[config.mk]
export PLATFORM = sky130hd
export DESIGN_NAME = edh_port
export DESIGN_NICKNAME = d
export VERILOG_FILES = /design/src/hw/edh_pkg.sv /design/src/hw/edh_port.sv
export SDC_FILE = /design/constraint.sdc
export NUM_CORES = 1
export LEC_CHECK = 0
export BUFFER_PORTS_ARGS = -buffer_cell sky130_fd_sc_hd__clkbuf_2
export CORE_MARGIN = 4
export CORE_UTILIZATION = 35
export CTS_CLUSTER_DIAMETER = 100
export DETAILED_ROUTE_END_ITERATION = 12
export PLACE_DENSITY = 0.67
export SKIP_CTS_REPAIR_TIMING = 1
export SYNTH_ARGS = -nofsm -noshare
export SYNTH_HDL_FRONTEND = slang
export SYNTH_SLANG_ARGS = --single-unit
[constraint.sdc]
create_clock -name clk -period 3.78 [get_ports clk]
set_input_delay 0.567 -clock clk [delete_from_list [all_inputs] [get_ports clk]]
set_output_delay 0.567 -clock clk [all_outputs]
set_load 0.1 [all_outputs]
[src/hw/edh_pkg.sv]
// Purpose: shared constants and types for the external hold/access port
// Assumes: one 100 MHz clock; the processor output clock is derived inside
// Notes:   one half-period H of the output clock is a whole number of clk cycles
package edh_pkg;
  localparam int CLK_PERIOD_NS = 10;
  // H in ns for the derived output clock
  localparam int HALF_PERIOD_NS = 20;
  localparam int H_CYC = (HALF_PERIOD_NS + CLK_PERIOD_NS - 1) / CLK_PERIOD_NS;
  localparam int HOLD_GRANT_MIN_H = 4;
  localparam int HOLD_RELEASE_MIN_H = 2;
  localparam int ACQ_ASSERT_MIN_H = 4;
  localparam int ACQ_RELEASE_MIN_H = 2;
  localparam int DATA_ENABLE_MAX_H = 2;
  localparam int ACQ_ASSERT_MAX_H = 6;
  localparam int ACQ_RELEASE_MAX_H = 4;
  localparam int DATA_FLOAT_MAX_H = 1;
  localparam int ADDR_W = 16;
  localparam int DATA_W = 16;
  localparam int CNT_W = 4;

  typedef struct packed {
    logic [ADDR_W-1:0] addr;
    logic              rd;
    logic              wr;
  } edh_mem_req_t;

  typedef struct packed {
    logic [ADDR_W-1:0] addr;
    logic              read_not_write;
    logic [DATA_W-1:0] wdata;
  } edh_ext_req_t;
endpackage

[src/hw/edh_port.sv]
// Purpose: processor side of external-master hold and memory access
// Assumes: all pins synchronous to clk; external pins active low as named
// Notes:   timing counted in half-periods of output_clock, each H_CYC clk cycles
`timescale 1ns/1ns
module edh_port
  import edh_pkg::*;
(
  // clock and reset
  input  wire logic                 clk,
  input  wire logic                 rst,
  // own memory access engine
  input  wire edh_pkg::edh_mem_req_t own_req,
  input  wire logic                 own_busy,
  output logic [ADDR_W-1:0]         addr_out,
  output logic                      addr_oe,
  output logic                      ctrl_oe,
  output logic                      output_clock,
  // hold handshake
  input  wire logic                 hold_req_n,
  output logic                      bus_hold_grant_n,
  // external access
  input  wire logic                 ext_access_request_n,
  output logic                      acquisition_ack_n,
  input  wire logic                 ext_access_strobe_n,
  input  wire logic                 ext_read_not_write,
  input  wire edh_pkg::edh_ext_req_t ext_req,
  // memory side for the master's accesses
  output logic                      mem_rd,
  output logic                      mem_wr,
  output logic [ADDR_W-1:0]         mem_addr,
  output logic [DATA_W-1:0]         mem_wdata,
  input  wire logic [DATA_W-1:0]    mem_rdata,
  // data pins
  output logic [DATA_W-1:0]         data_out,
  output logic                      data_oe
);
  import edh_pkg::*;

  typedef enum logic [2:0] {
    S_OWN, S_FLOAT, S_GRANT_WAIT, S_GRANTED, S_RELEASE, S_RESUME
  } edh_hold_state_t;
  typedef enum logic [1:0] {A_IDLE, A_ASSERT_WAIT, A_ACTIVE, A_RELEASE_WAIT} edh_acq_state_t;

  // half-period divider: h_tick marks each output_clock edge
  logic [CNT_W-1:0] div_ff, nxt_div;
  logic             oclk_ff, nxt_oclk;
  logic             h_tick;
  assign h_tick = (div_ff == CNT_W'(H_CYC - 1));
  always_comb begin
    nxt_div  = h_tick ? '0 : div_ff + 1'b1;
    nxt_oclk = h_tick ? ~oclk_ff : oclk_ff;
  end
  always_ff @(posedge clk) begin
    if (rst) begin
      div_ff  <= '0;
      oclk_ff <= 1'b0;
    end else begin
      div_ff  <= nxt_div;
      oclk_ff <= nxt_oclk;
    end
  end
  assign output_clock = oclk_ff;

  // hold handshake
  edh_hold_state_t  hst_ff, nxt_hst;
  logic [CNT_W-1:0] hcnt_ff, nxt_hcnt;
  logic             acq_idle;
  always_comb begin
    nxt_hst  = hst_ff;
    nxt_hcnt = hcnt_ff;
    if (h_tick && hcnt_ff != '0) nxt_hcnt = hcnt_ff - 1'b1;
    unique case (hst_ff)
      S_OWN: begin
        // own access must finish first, however early the request comes
        if (!hold_req_n && !own_busy) begin
          nxt_hst  = S_FLOAT;
          nxt_hcnt = CNT_W'(HOLD_GRANT_MIN_H);
        end
      end
      S_FLOAT: nxt_hst = S_GRANT_WAIT;
      S_GRANT_WAIT: begin
        if (hold_req_n) nxt_hst = S_OWN;
        else if (hcnt_ff == '0) nxt_hst = S_GRANTED;
      end
      S_GRANTED: begin
        // a master access in flight keeps the grant until acquisition ends
        if (hold_req_n && acq_idle) begin
          nxt_hst  = S_RELEASE;
          nxt_hcnt = CNT_W'(HOLD_RELEASE_MIN_H);
        end
      end
      S_RELEASE: if (hcnt_ff == '0) nxt_hst = S_RESUME;
      S_RESUME: nxt_hst = S_OWN;
    endcase
  end
  always_ff @(posedge clk) begin
    if (rst) begin
      hst_ff  <= S_OWN;
      hcnt_ff <= '0;
    end else begin
      hst_ff  <= nxt_hst;
      hcnt_ff <= nxt_hcnt;
    end
  end
  logic granted;
  assign granted          = (hst_ff == S_GRANTED) || (hst_ff == S_RELEASE);
  assign bus_hold_grant_n = ~granted;
  // float on leaving S_OWN, at least HOLD_GRANT_MIN_H half-periods before grant; drive again one cycle after it releases
  assign addr_oe = (hst_ff == S_OWN);
  assign ctrl_oe = (hst_ff == S_OWN);
  always_ff @(posedge clk) begin
    if (rst) addr_out <= '0;
    else if (own_req.rd || own_req.wr) addr_out <= own_req.addr;
  end

  // acquisition handshake
  edh_acq_state_t   ast_ff, nxt_ast;
  logic [CNT_W-1:0] acnt_ff, nxt_acnt;
  assign acq_idle = (ast_ff == A_IDLE);
  always_comb begin
    nxt_ast  = ast_ff;
    nxt_acnt = acnt_ff;
    if (h_tick && acnt_ff != '0) nxt_acnt = acnt_ff - 1'b1;
    unique case (ast_ff)
      A_IDLE: begin
        if (granted && !ext_access_request_n) begin
          nxt_ast  = A_ASSERT_WAIT;
          nxt_acnt = CNT_W'(ACQ_ASSERT_MIN_H);
        end
      end
      A_ASSERT_WAIT: begin
        if (ext_access_request_n) nxt_ast = A_IDLE;
        else if (acnt_ff == '0) nxt_ast = A_ACTIVE;
      end
      A_ACTIVE: begin
        if (ext_access_request_n) begin
          nxt_ast  = A_RELEASE_WAIT;
          nxt_acnt = CNT_W'(ACQ_RELEASE_MIN_H);
        end
      end
      A_RELEASE_WAIT: if (acnt_ff == '0) nxt_ast = A_IDLE;
    endcase
  end
  always_ff @(posedge clk) begin
    if (rst) begin
      ast_ff  <= A_IDLE;
      acnt_ff <= '0;
    end else begin
      ast_ff  <= nxt_ast;
      acnt_ff <= nxt_acnt;
    end
  end
  logic acq;
  assign acq               = (ast_ff == A_ACTIVE) || (ast_ff == A_RELEASE_WAIT);
  assign acquisition_ack_n = ~acq;

  // master access: strobe falling edge launches one memory cycle
  logic stb_d_ff, nxt_stb_d;
  logic stb_fall;
  assign nxt_stb_d = ext_access_strobe_n;
  always_ff @(posedge clk) begin
    if (rst) stb_d_ff <= 1'b1;
    else stb_d_ff <= nxt_stb_d;
  end
  // strobe before acquisition is ignored
  assign stb_fall  = acq && stb_d_ff && !ext_access_strobe_n;
  assign mem_rd    = stb_fall && ext_req.read_not_write;
  assign mem_wr    = stb_fall && !ext_req.read_not_write;
  assign mem_addr  = ext_req.addr;
  assign mem_wdata = ext_req.wdata;

  logic [DATA_W-1:0] rdat_ff, nxt_rdat;
  logic              doe_ff, nxt_doe;
  always_comb begin
    nxt_rdat = rdat_ff;
    // memory answers one cycle after mem_rd
    if (acq && ext_read_not_write) nxt_rdat = mem_rdata;
    // one cycle of enable delay: well inside the two half-period limit
    nxt_doe = acq && ext_read_not_write;
  end
  always_ff @(posedge clk) begin
    if (rst) begin
      rdat_ff <= '0;
      doe_ff  <= 1'b0;
    end else begin
      rdat_ff <= nxt_rdat;
      doe_ff  <= nxt_doe;
    end
  end
  assign data_out = rdat_ff;
  assign data_oe  = doe_ff;
endmodule

Word level (Yosys, flattened, before mapping):

Index checks and enable logic that the tools add are counted.

* memory bits (read-only): 0
* logic and storage cells: 80
* latch bits: 0
* input port bits: 74
* flip-flop bits (word level): 52
* output and inout bits: 72
* RAM bits: 0
* memories: 0

* add/subtract/negate cells: 3
* bitwise operators: 3
* $lt $le $gt $ge: 0
* reduce and logical (&&, ||, !) cells: 27
* multiply operators: 0
* eq/ne operators: 17
* shift operators: 0
* div/mod/pow operators: 0
* muxes and demuxes: 20

Operators with widths (count)
* 4-bit 2-to-1 mux: 6
* 3-bit one-hot mux with 6 select lines: 1
* 4-bit one-hot mux with 2 select lines: 2
* 3-bit 2-to-1 mux: 5
* 1-bit logical AND: 10
* 2-bit 2-to-1 mux: 5
* 4-bit zero test: 2
* 2-bit inequality test (second input constant): 4
* 2-bit one-hot mux with 4 select lines: 1
* 4-bit AND reduction: 2
* 4-bit nonzero test: 2
* 4-bit by 1-bit subtractor with 4-bit output (second input constant): 2
* 3-bit by 2-bit equality test with 1-bit output (second input constant): 2
* 3-bit equality test (second input constant): 2
* 3-bit inequality test (second input constant): 2
* 1-bit zero test: 5
* 4-bit by 1-bit adder with 4-bit output (second input constant): 1
* 2-bit equality test (second input constant): 2
* 4-bit by 1-bit equality test with 1-bit output (second input constant): 1
* 2-bit by 1-bit inequality test with 1-bit output (second input constant): 2
* 3-bit by 1-bit equality test with 1-bit output (second input constant): 1
* 3-bit zero test: 1
* 1-bit logical OR: 3
* 1-bit inverter: 3
* 3 further kinds: 3

Logic depth before layout (Yosys ltp):

Gate-level depths: netlist of the first run.

* depth in word-level cells: 5
* gate-level depth with buffers: 6
* mapped depth without buffers: 5

Worst setup path before layout of the first run:

No wires, ideal clock.

* path type: register to output
* start: reg with a tool-made name
* end: out mem_rd
* required time: 3.213 ns
* arrival time: 2.788 ns
* cell stages (with the launch flop): 4
* path buffers: 1
* setup slack: 0.425 ns
* cell sequence: dfxtp_1 > buf_2 > nand2_1 > nor3b_1

RTL lines
* to (decl): line edh_port.sv:28 `output logic mem_rd,`

Worst setup path in the final report of the first run:

* start: reg hst_ff[2]
* end: out bus_hold_grant_n

* cells in the longest elaborated chain, start to end: 3
* elaborated cells on any way between the ends: 4
* those cells by class: 2 x eq/ne; 1 x bitwise; 1 x reduce/logical

Ends and longest elaborated chain
* from (decl): line edh_port.sv:65 `edh_hold_state_t hst_ff, nxt_hst;`
* from (signal assigned): line edh_port.sv:101 `hst_ff <= nxt_hst;`
* 3-bit by 2-bit equality test with 1-bit output or 3-bit equality test (tied branches): line edh_port.sv:106 `assign granted = (hst_ff == S_GRANTED) || (hst_ff == S_RELEASE);`
* 1-bit logical OR *: line edh_port.sv:106
* 1-bit inverter *: line edh_port.sv:107 `assign bus_hold_grant_n = ~granted;`
* to (decl): line edh_port.sv:20 `output logic bus_hold_grant_n,`

Mark *: on every way between the ends. The rest lies on a longest branch, timed or not.

==> flow_summary.yaml, run 1 <==
outcome:
  status: "finished, final reports clean"
worst_setup_path:
  crit_arrival_ps: 1760
  startpoint: "hst_ff[2]$_SDFFE_PP0P_"
  start_kind: "flip-flop"
  critPathKind: "reg -> out"
  critPathBufInv: 1
  cp_top_family: "simple AND/OR/NAND/NOR gates"
  crit_fanout: 8
  crit_chain: "or3b_1 -> and2_1 -> clkbuf_2"
  r2r_start: "div_ff[0]$_SDFF_PP0_"
  cpPeakStageDelay_ps: 450
  cp.required_ps: 3210
  crit_slowest_cell: "dfxtp_1"
  critPathCaptureType: "primary output"
synthesis:
  synth_nets: 368
  synth_area_sq_um: 2410
  synthCells: 290
  ys_seq_elements: 52
  synth.yosys.seq_area_share_pct: 43.20
  ys.flop_type: "dfxtp_1"
  synth-async-reset-ratio_pct: 0
  avgSynthCellArea_sq_um: 8.310
  synth_edf_count: 0
  ys_types: 44
  ys_warn_count: 0
routing:
  ant_nets: 0
  viasPerCell: 4.968
  drt_wl_total_um: 5520
  drt-initial-drc-count: 80
  wl_per_cell_um: 13.53
  vias: 2027
  drcViolationCount: 0
  firstDrtPassIters: 4
floorplanning:
  fp.dieArea_sq_um: 8276
  core-area_sq_um: 6531
  start_util_pct: 36.90
  dieWidth_um: 90.98
  io_pins: 146
  rows: 29
  die_height_um: 90.98
layout:
  nFillCells: 702
  synthToLayoutAreaGrowth_pct: 11.42
  register_area_sq_um: 1041
  num-nets-final: 408
  diodes: 0
  layout_commonest_cell: "clkbuf_2"
  drive_above_1_share_pct: 29.61
  multiInputGateArea_sq_um: 1016
  layout_common_cells: "clkbuf_2, nand2_1, dfxtp_1"
sta:
  tns_ps: 0
  fin_crit_ps: 2332
  slew_headroom_pct: 29.35
  fin_crit_sh_pct: 61.68
  slew_violations: 0
  fin_skew_ps: 7.638
  worstMarginPinSlew_ps: 1056
  final.setup.worst_slack_ps: 1448
  setup_viol: 0
  hold_viol_final: 0
  max_freq_mhz: 428.9
  rsz0062_at_grt: "false"
power_and_ir_drop:
  peakVddDrop_v: 0.0001485
  pwr-share-clk_pct: 27.4
  internal-power_uw: 768.5
  comb_power_share_pct: 21.6
  netSwitchingPower_uw: 387.9
  p_leak_uw: 0.001133
  switching_share_pct: 33.54
  seq_power_share_pct: 51.0
  p_per_area_nw_per_um2: 430.7
clocking:
  clk_pin_slew_ps: 90
  root_buffer: "clkbuf_8"
  insertion_delay_ps: 300
  cts.path.max_buffers: 2
  htreeDepth: 2
  cts_sinks: 52
  cts_tree: "yes"
  numCtsBuffers: 5
grt:
  grt_max_degree: 48
  gr-total-overflow: 0
  antenna_found_initial: 0
  grt_usage_pct: 13.24
  grt_pass1_vias: 1913
  grt_pass1_wl_um: 9080
min_path:
  hp-class: "reg -> reg"
  hold_path.startpoint: "addr_out[4]$_SDFFE_PP0P_"
job:
  maxCapViolCount: 0
placed_design:
  pre_cts_slack_ps: 1723
  portBuffers: 81
  dp_hpwl_um: 3968
  gp_congestion: 0.7950
[sequential cells by signal, indices dropped and copies added, names as in the netlist, named ones only]
name / cells
addr_out: 16
ast_ff: 1
div_ff: 4
data_oe: 1
hcnt_ff: 4
output_clock: 1
stb_d_ff: 1
data_out: 16
hst_ff: 3
acnt_ff: 4
[kinds of logic after synthesis]
group                      Yosys count  synth area share [%]
xor gates and xnor gates             3                 1.091
AOI/OAI and AO/OA                   59                 15.73
and+or+nand+nor                    114                 23.26
adders and majority gates            4                 2.077
buffers and inverters               58                 14.64
DFF                                 52                 43.20
[synthesized netlist by cell type (2+ instances only)]
| library cell | n | share of area, % |
|---|---|---|
| a211oi_1 | 5 | 1.6 |
| or2_2 | 2 | 0.52 |
| dfxtp_1 | 52 | 43 |
| or3_1 | 6 | 1.6 |
| and2_1 | 2 | 0.52 |
| xnor2_1 | 2 | 0.73 |
| nand2_1 | 68 | 11 |
| buf_4 | 33 | 10 |
| nor3_1 | 5 | 1.0 |
| ha_1 | 4 | 2.1 |
| o31ai_1 | 2 | 0.62 |
| a221o_1 | 2 | 0.83 |
| inv_1 | 10 | 1.6 |
| a311oi_1 | 2 | 0.73 |
| clkbuf_1 | 11 | 1.7 |
| nand3_1 | 4 | 0.83 |
| nor3b_1 | 3 | 0.93 |
| nand3b_1 | 3 | 0.93 |
| buf_2 | 3 | 0.62 |
| a21oi_1 | 34 | 7.1 |
| or4b_2 | 2 | 0.83 |
| nor2_1 | 8 | 1.2 |
| o21ai_0 | 6 | 1.2 |
[power by group through the flow]
stage                     registers [uW]  clock network, uW  logic [uW]
after floorplan                      693                  0         268
after global routing                 594                360         270
after CTS                            590                332         252
final                                590                317         250
after global placement               601                  0         250
after detailed placement             602                  0         251
[cell type report]
| class | count | share of cell area [%] |
|---|---|---|
| Clock buffer | 6 | 2.703 |
| Multi-Input combinational cell | 180 | 37.84 |
| Tap cell | 77 | 3.588 |
| Timing Repair Buffer | 81 | 15.10 |
| Sequential cell | 52 | 38.77 |
| Inverter | 10 | 1.398 |
| Clock inverter | 2 | 0.6058 |
[worst reg2reg max path: stages (launching register included)]
cell and delay, ps:
dfxtp_1 390, ha_1 170, or3b_4 440, or4_1 510, a211oi_1 190
[through the flow]
step                      cell area, sq um  std cells  total power [uW]  utilization, %  hold WS, ps
after floorplan                       2410        290             960.5               -        464.2
after global placement                2596        400             850.9           39.75        438.9
after detailed placement              2596        400             853.2           39.75        448.1
after CTS                             2685        408              1174           41.11        460.2
after global routing                  2685        408              1224           41.11        455.7
final                                 2685        408              1156           41.11        459.8
[layer usage]
layer,share of wire [%],up-vias,track usage (%)
met5,0,-,0
met4,3.4,0,6.658
met3,7.0,28,3.802
met2,48,60,21.83
met1,41,914,15.74
li1,-,1025,-
[worst paths after layout]
path / cells past startpoint / end / slack (ps)
max: 3 / bus_hold_grant_n / 1450
min: 2 / addr_out[4]$_SDFFE_PP0P_ / 460
min reg2reg: 2 / addr_out[4]$_SDFFE_PP0P_ / 460
max reg2reg: 4 / acnt_ff[3]$_SDFF_PP0_ / 2000
Power figures use the tool's default switching activity.
==> run 2: changes to the inputs <==
Clock period 3.78 ns to 2.44 ns, I/O delays scaled along.
==> flow_summary.yaml, run 2 (synthesized netlist as in run 1, its figures left out) <==
power_and_ir_drop:
  p_per_area_nw_per_um2: 687.7
  pwr-share-clk_pct: 30.7
  internal-power_uw: 1292
  comb_power_share_pct: 20.7
  peakVddDrop_v: 0.0003462
  netSwitchingPower_uw: 584.5
  switching_share_pct: 31.14
  seq_power_share_pct: 48.6
  p_leak_uw: 0.001159
routing:
  drcViolationCount: 0
  firstDrtPassIters: 4
  ant_nets: 0
  wl_per_cell_um: 12.66
  vias: 2023
  viasPerCell: 4.934
  drt-initial-drc-count: 41
  drt_wl_total_um: 5190
floorplanning:
  core-area_sq_um: 6531
  io_pins: 146
  start_util_pct: 36.90
  die_height_um: 90.98
  fp.dieArea_sq_um: 8276
  rows: 29
  dieWidth_um: 90.98
placed_design:
  pre_cts_slack_ps: 648.6
  gp_congestion: 0.8129
  dp_hpwl_um: 3902
  portBuffers: 81
clocking:
  insertion_delay_ps: 300
  root_buffer: "clkbuf_8"
  cts.path.max_buffers: 2
  cts_tree: "yes"
  cts_sinks: 52
  clk_pin_slew_ps: 90
  numCtsBuffers: 5
  htreeDepth: 2
sta:
  fin_skew_ps: 5.456
  setup_viol: 0
  slew_violations: 0
  fin_crit_sh_pct: 86.74
  rsz0062_at_grt: "false"
  whs_ps: 274.2
  final.setup.worst_slack_ps: 323.5
  max_freq_mhz: 472.5
  worstMarginPinSlew_ps: 720.1
  hold_viol_final: 0
  tns_ps: 0
  slew_headroom_pct: 51.89
  fin_crit_ps: 2117
grt:
  grt_max_degree: 28
  grt_pass1_vias: 1834
  grt_usage_pct: 11.94
  gr-total-overflow: 0
  antenna_found_initial: 0
  grt_pass1_wl_um: 8217
layout:
  layout_commonest_cell: "clkbuf_2"
  synthToLayoutAreaGrowth_pct: 13.24
  drive_above_1_share_pct: 30.63
  num-nets-final: 410
  diodes: 0
  layout_common_cells: "clkbuf_2, nand2_1, dfxtp_1"
worst_setup_path:
  crit_arrival_ps: 1750
  cp.required_ps: 2070
  crit_fanout: 8
  critPathKind: "reg -> out"
  start_kind: "flip-flop"
  critPathCaptureType: "primary output"
outcome:
  status: "finished, final reports clean"
job:
  maxCapViolCount: 0
min_path:
  hp-class: "in -> reg"
[run 2: stage by stage]
stage          power [uW]  cells  area, sq um  utilization (%)
2_1_floorplan        1488    290         2420                -
3_3_place_gp         1317    402         2621            40.13
5_1_grt              1970    410         2729            41.78
6_report             1877    410         2729            41.78
4_1_cts              1909    410         2729            41.78
3_5_place_dp         1322    402         2621            40.13
[run 2: worst max-delay path, stage by stage (launching register included)]
cell      delay (ps)
dfxtp_1          430
or3b_1           450
and2_1           200
clkbuf_2         370
[run 2: worst paths after layout]
check,endpoint,from,cells past startpoint,slack (ps)
max,bus_hold_grant_n,hst_ff[2]$_SDFFE_PP0P_,3,320
min,data_out[8]$_SDFFE_PP0P_,mem_rdata[8],3,270
max reg2reg,acnt_ff[3]$_SDFF_PP0_,div_ff[0]$_SDFF_PP0_,4,660
min reg2reg,addr_out[13]$_SDFFE_PP0P_,addr_out[13]$_SDFFE_PP0P_,2,460
[run 2: power by group through the flow]
stage,combinational [uW],clock (uW),sequential (uW)
after floorplan,415,0,1070
after global placement,388,0,930
after detailed placement,390,0,932
after CTS,391,606,913
after global routing,413,638,918
final,388,577,912
[run 2: layout make-up]
| type | count | area [sq um] |
|---|---|---|
| Fill cell | 648 | 3802 |
| Inverter | 10 | 37.54 |
| Multi-Input combinational cell | 180 | 1026 |
| Clock inverter | 2 | 35.03 |
| Tap cell | 77 | 96.34 |
| Clock buffer | 6 | 72.57 |
| Timing Repair Buffer | 83 | 420.4 |
| Sequential cell | 52 | 1041 |
[run 2: per-layer routing]
metal  part of all wire, %  GRT usage (%)
met1                    41          12.33
met2                    51          21.46
met3                   6.5          3.636
met4                   2.2          6.658
met5                     0              0
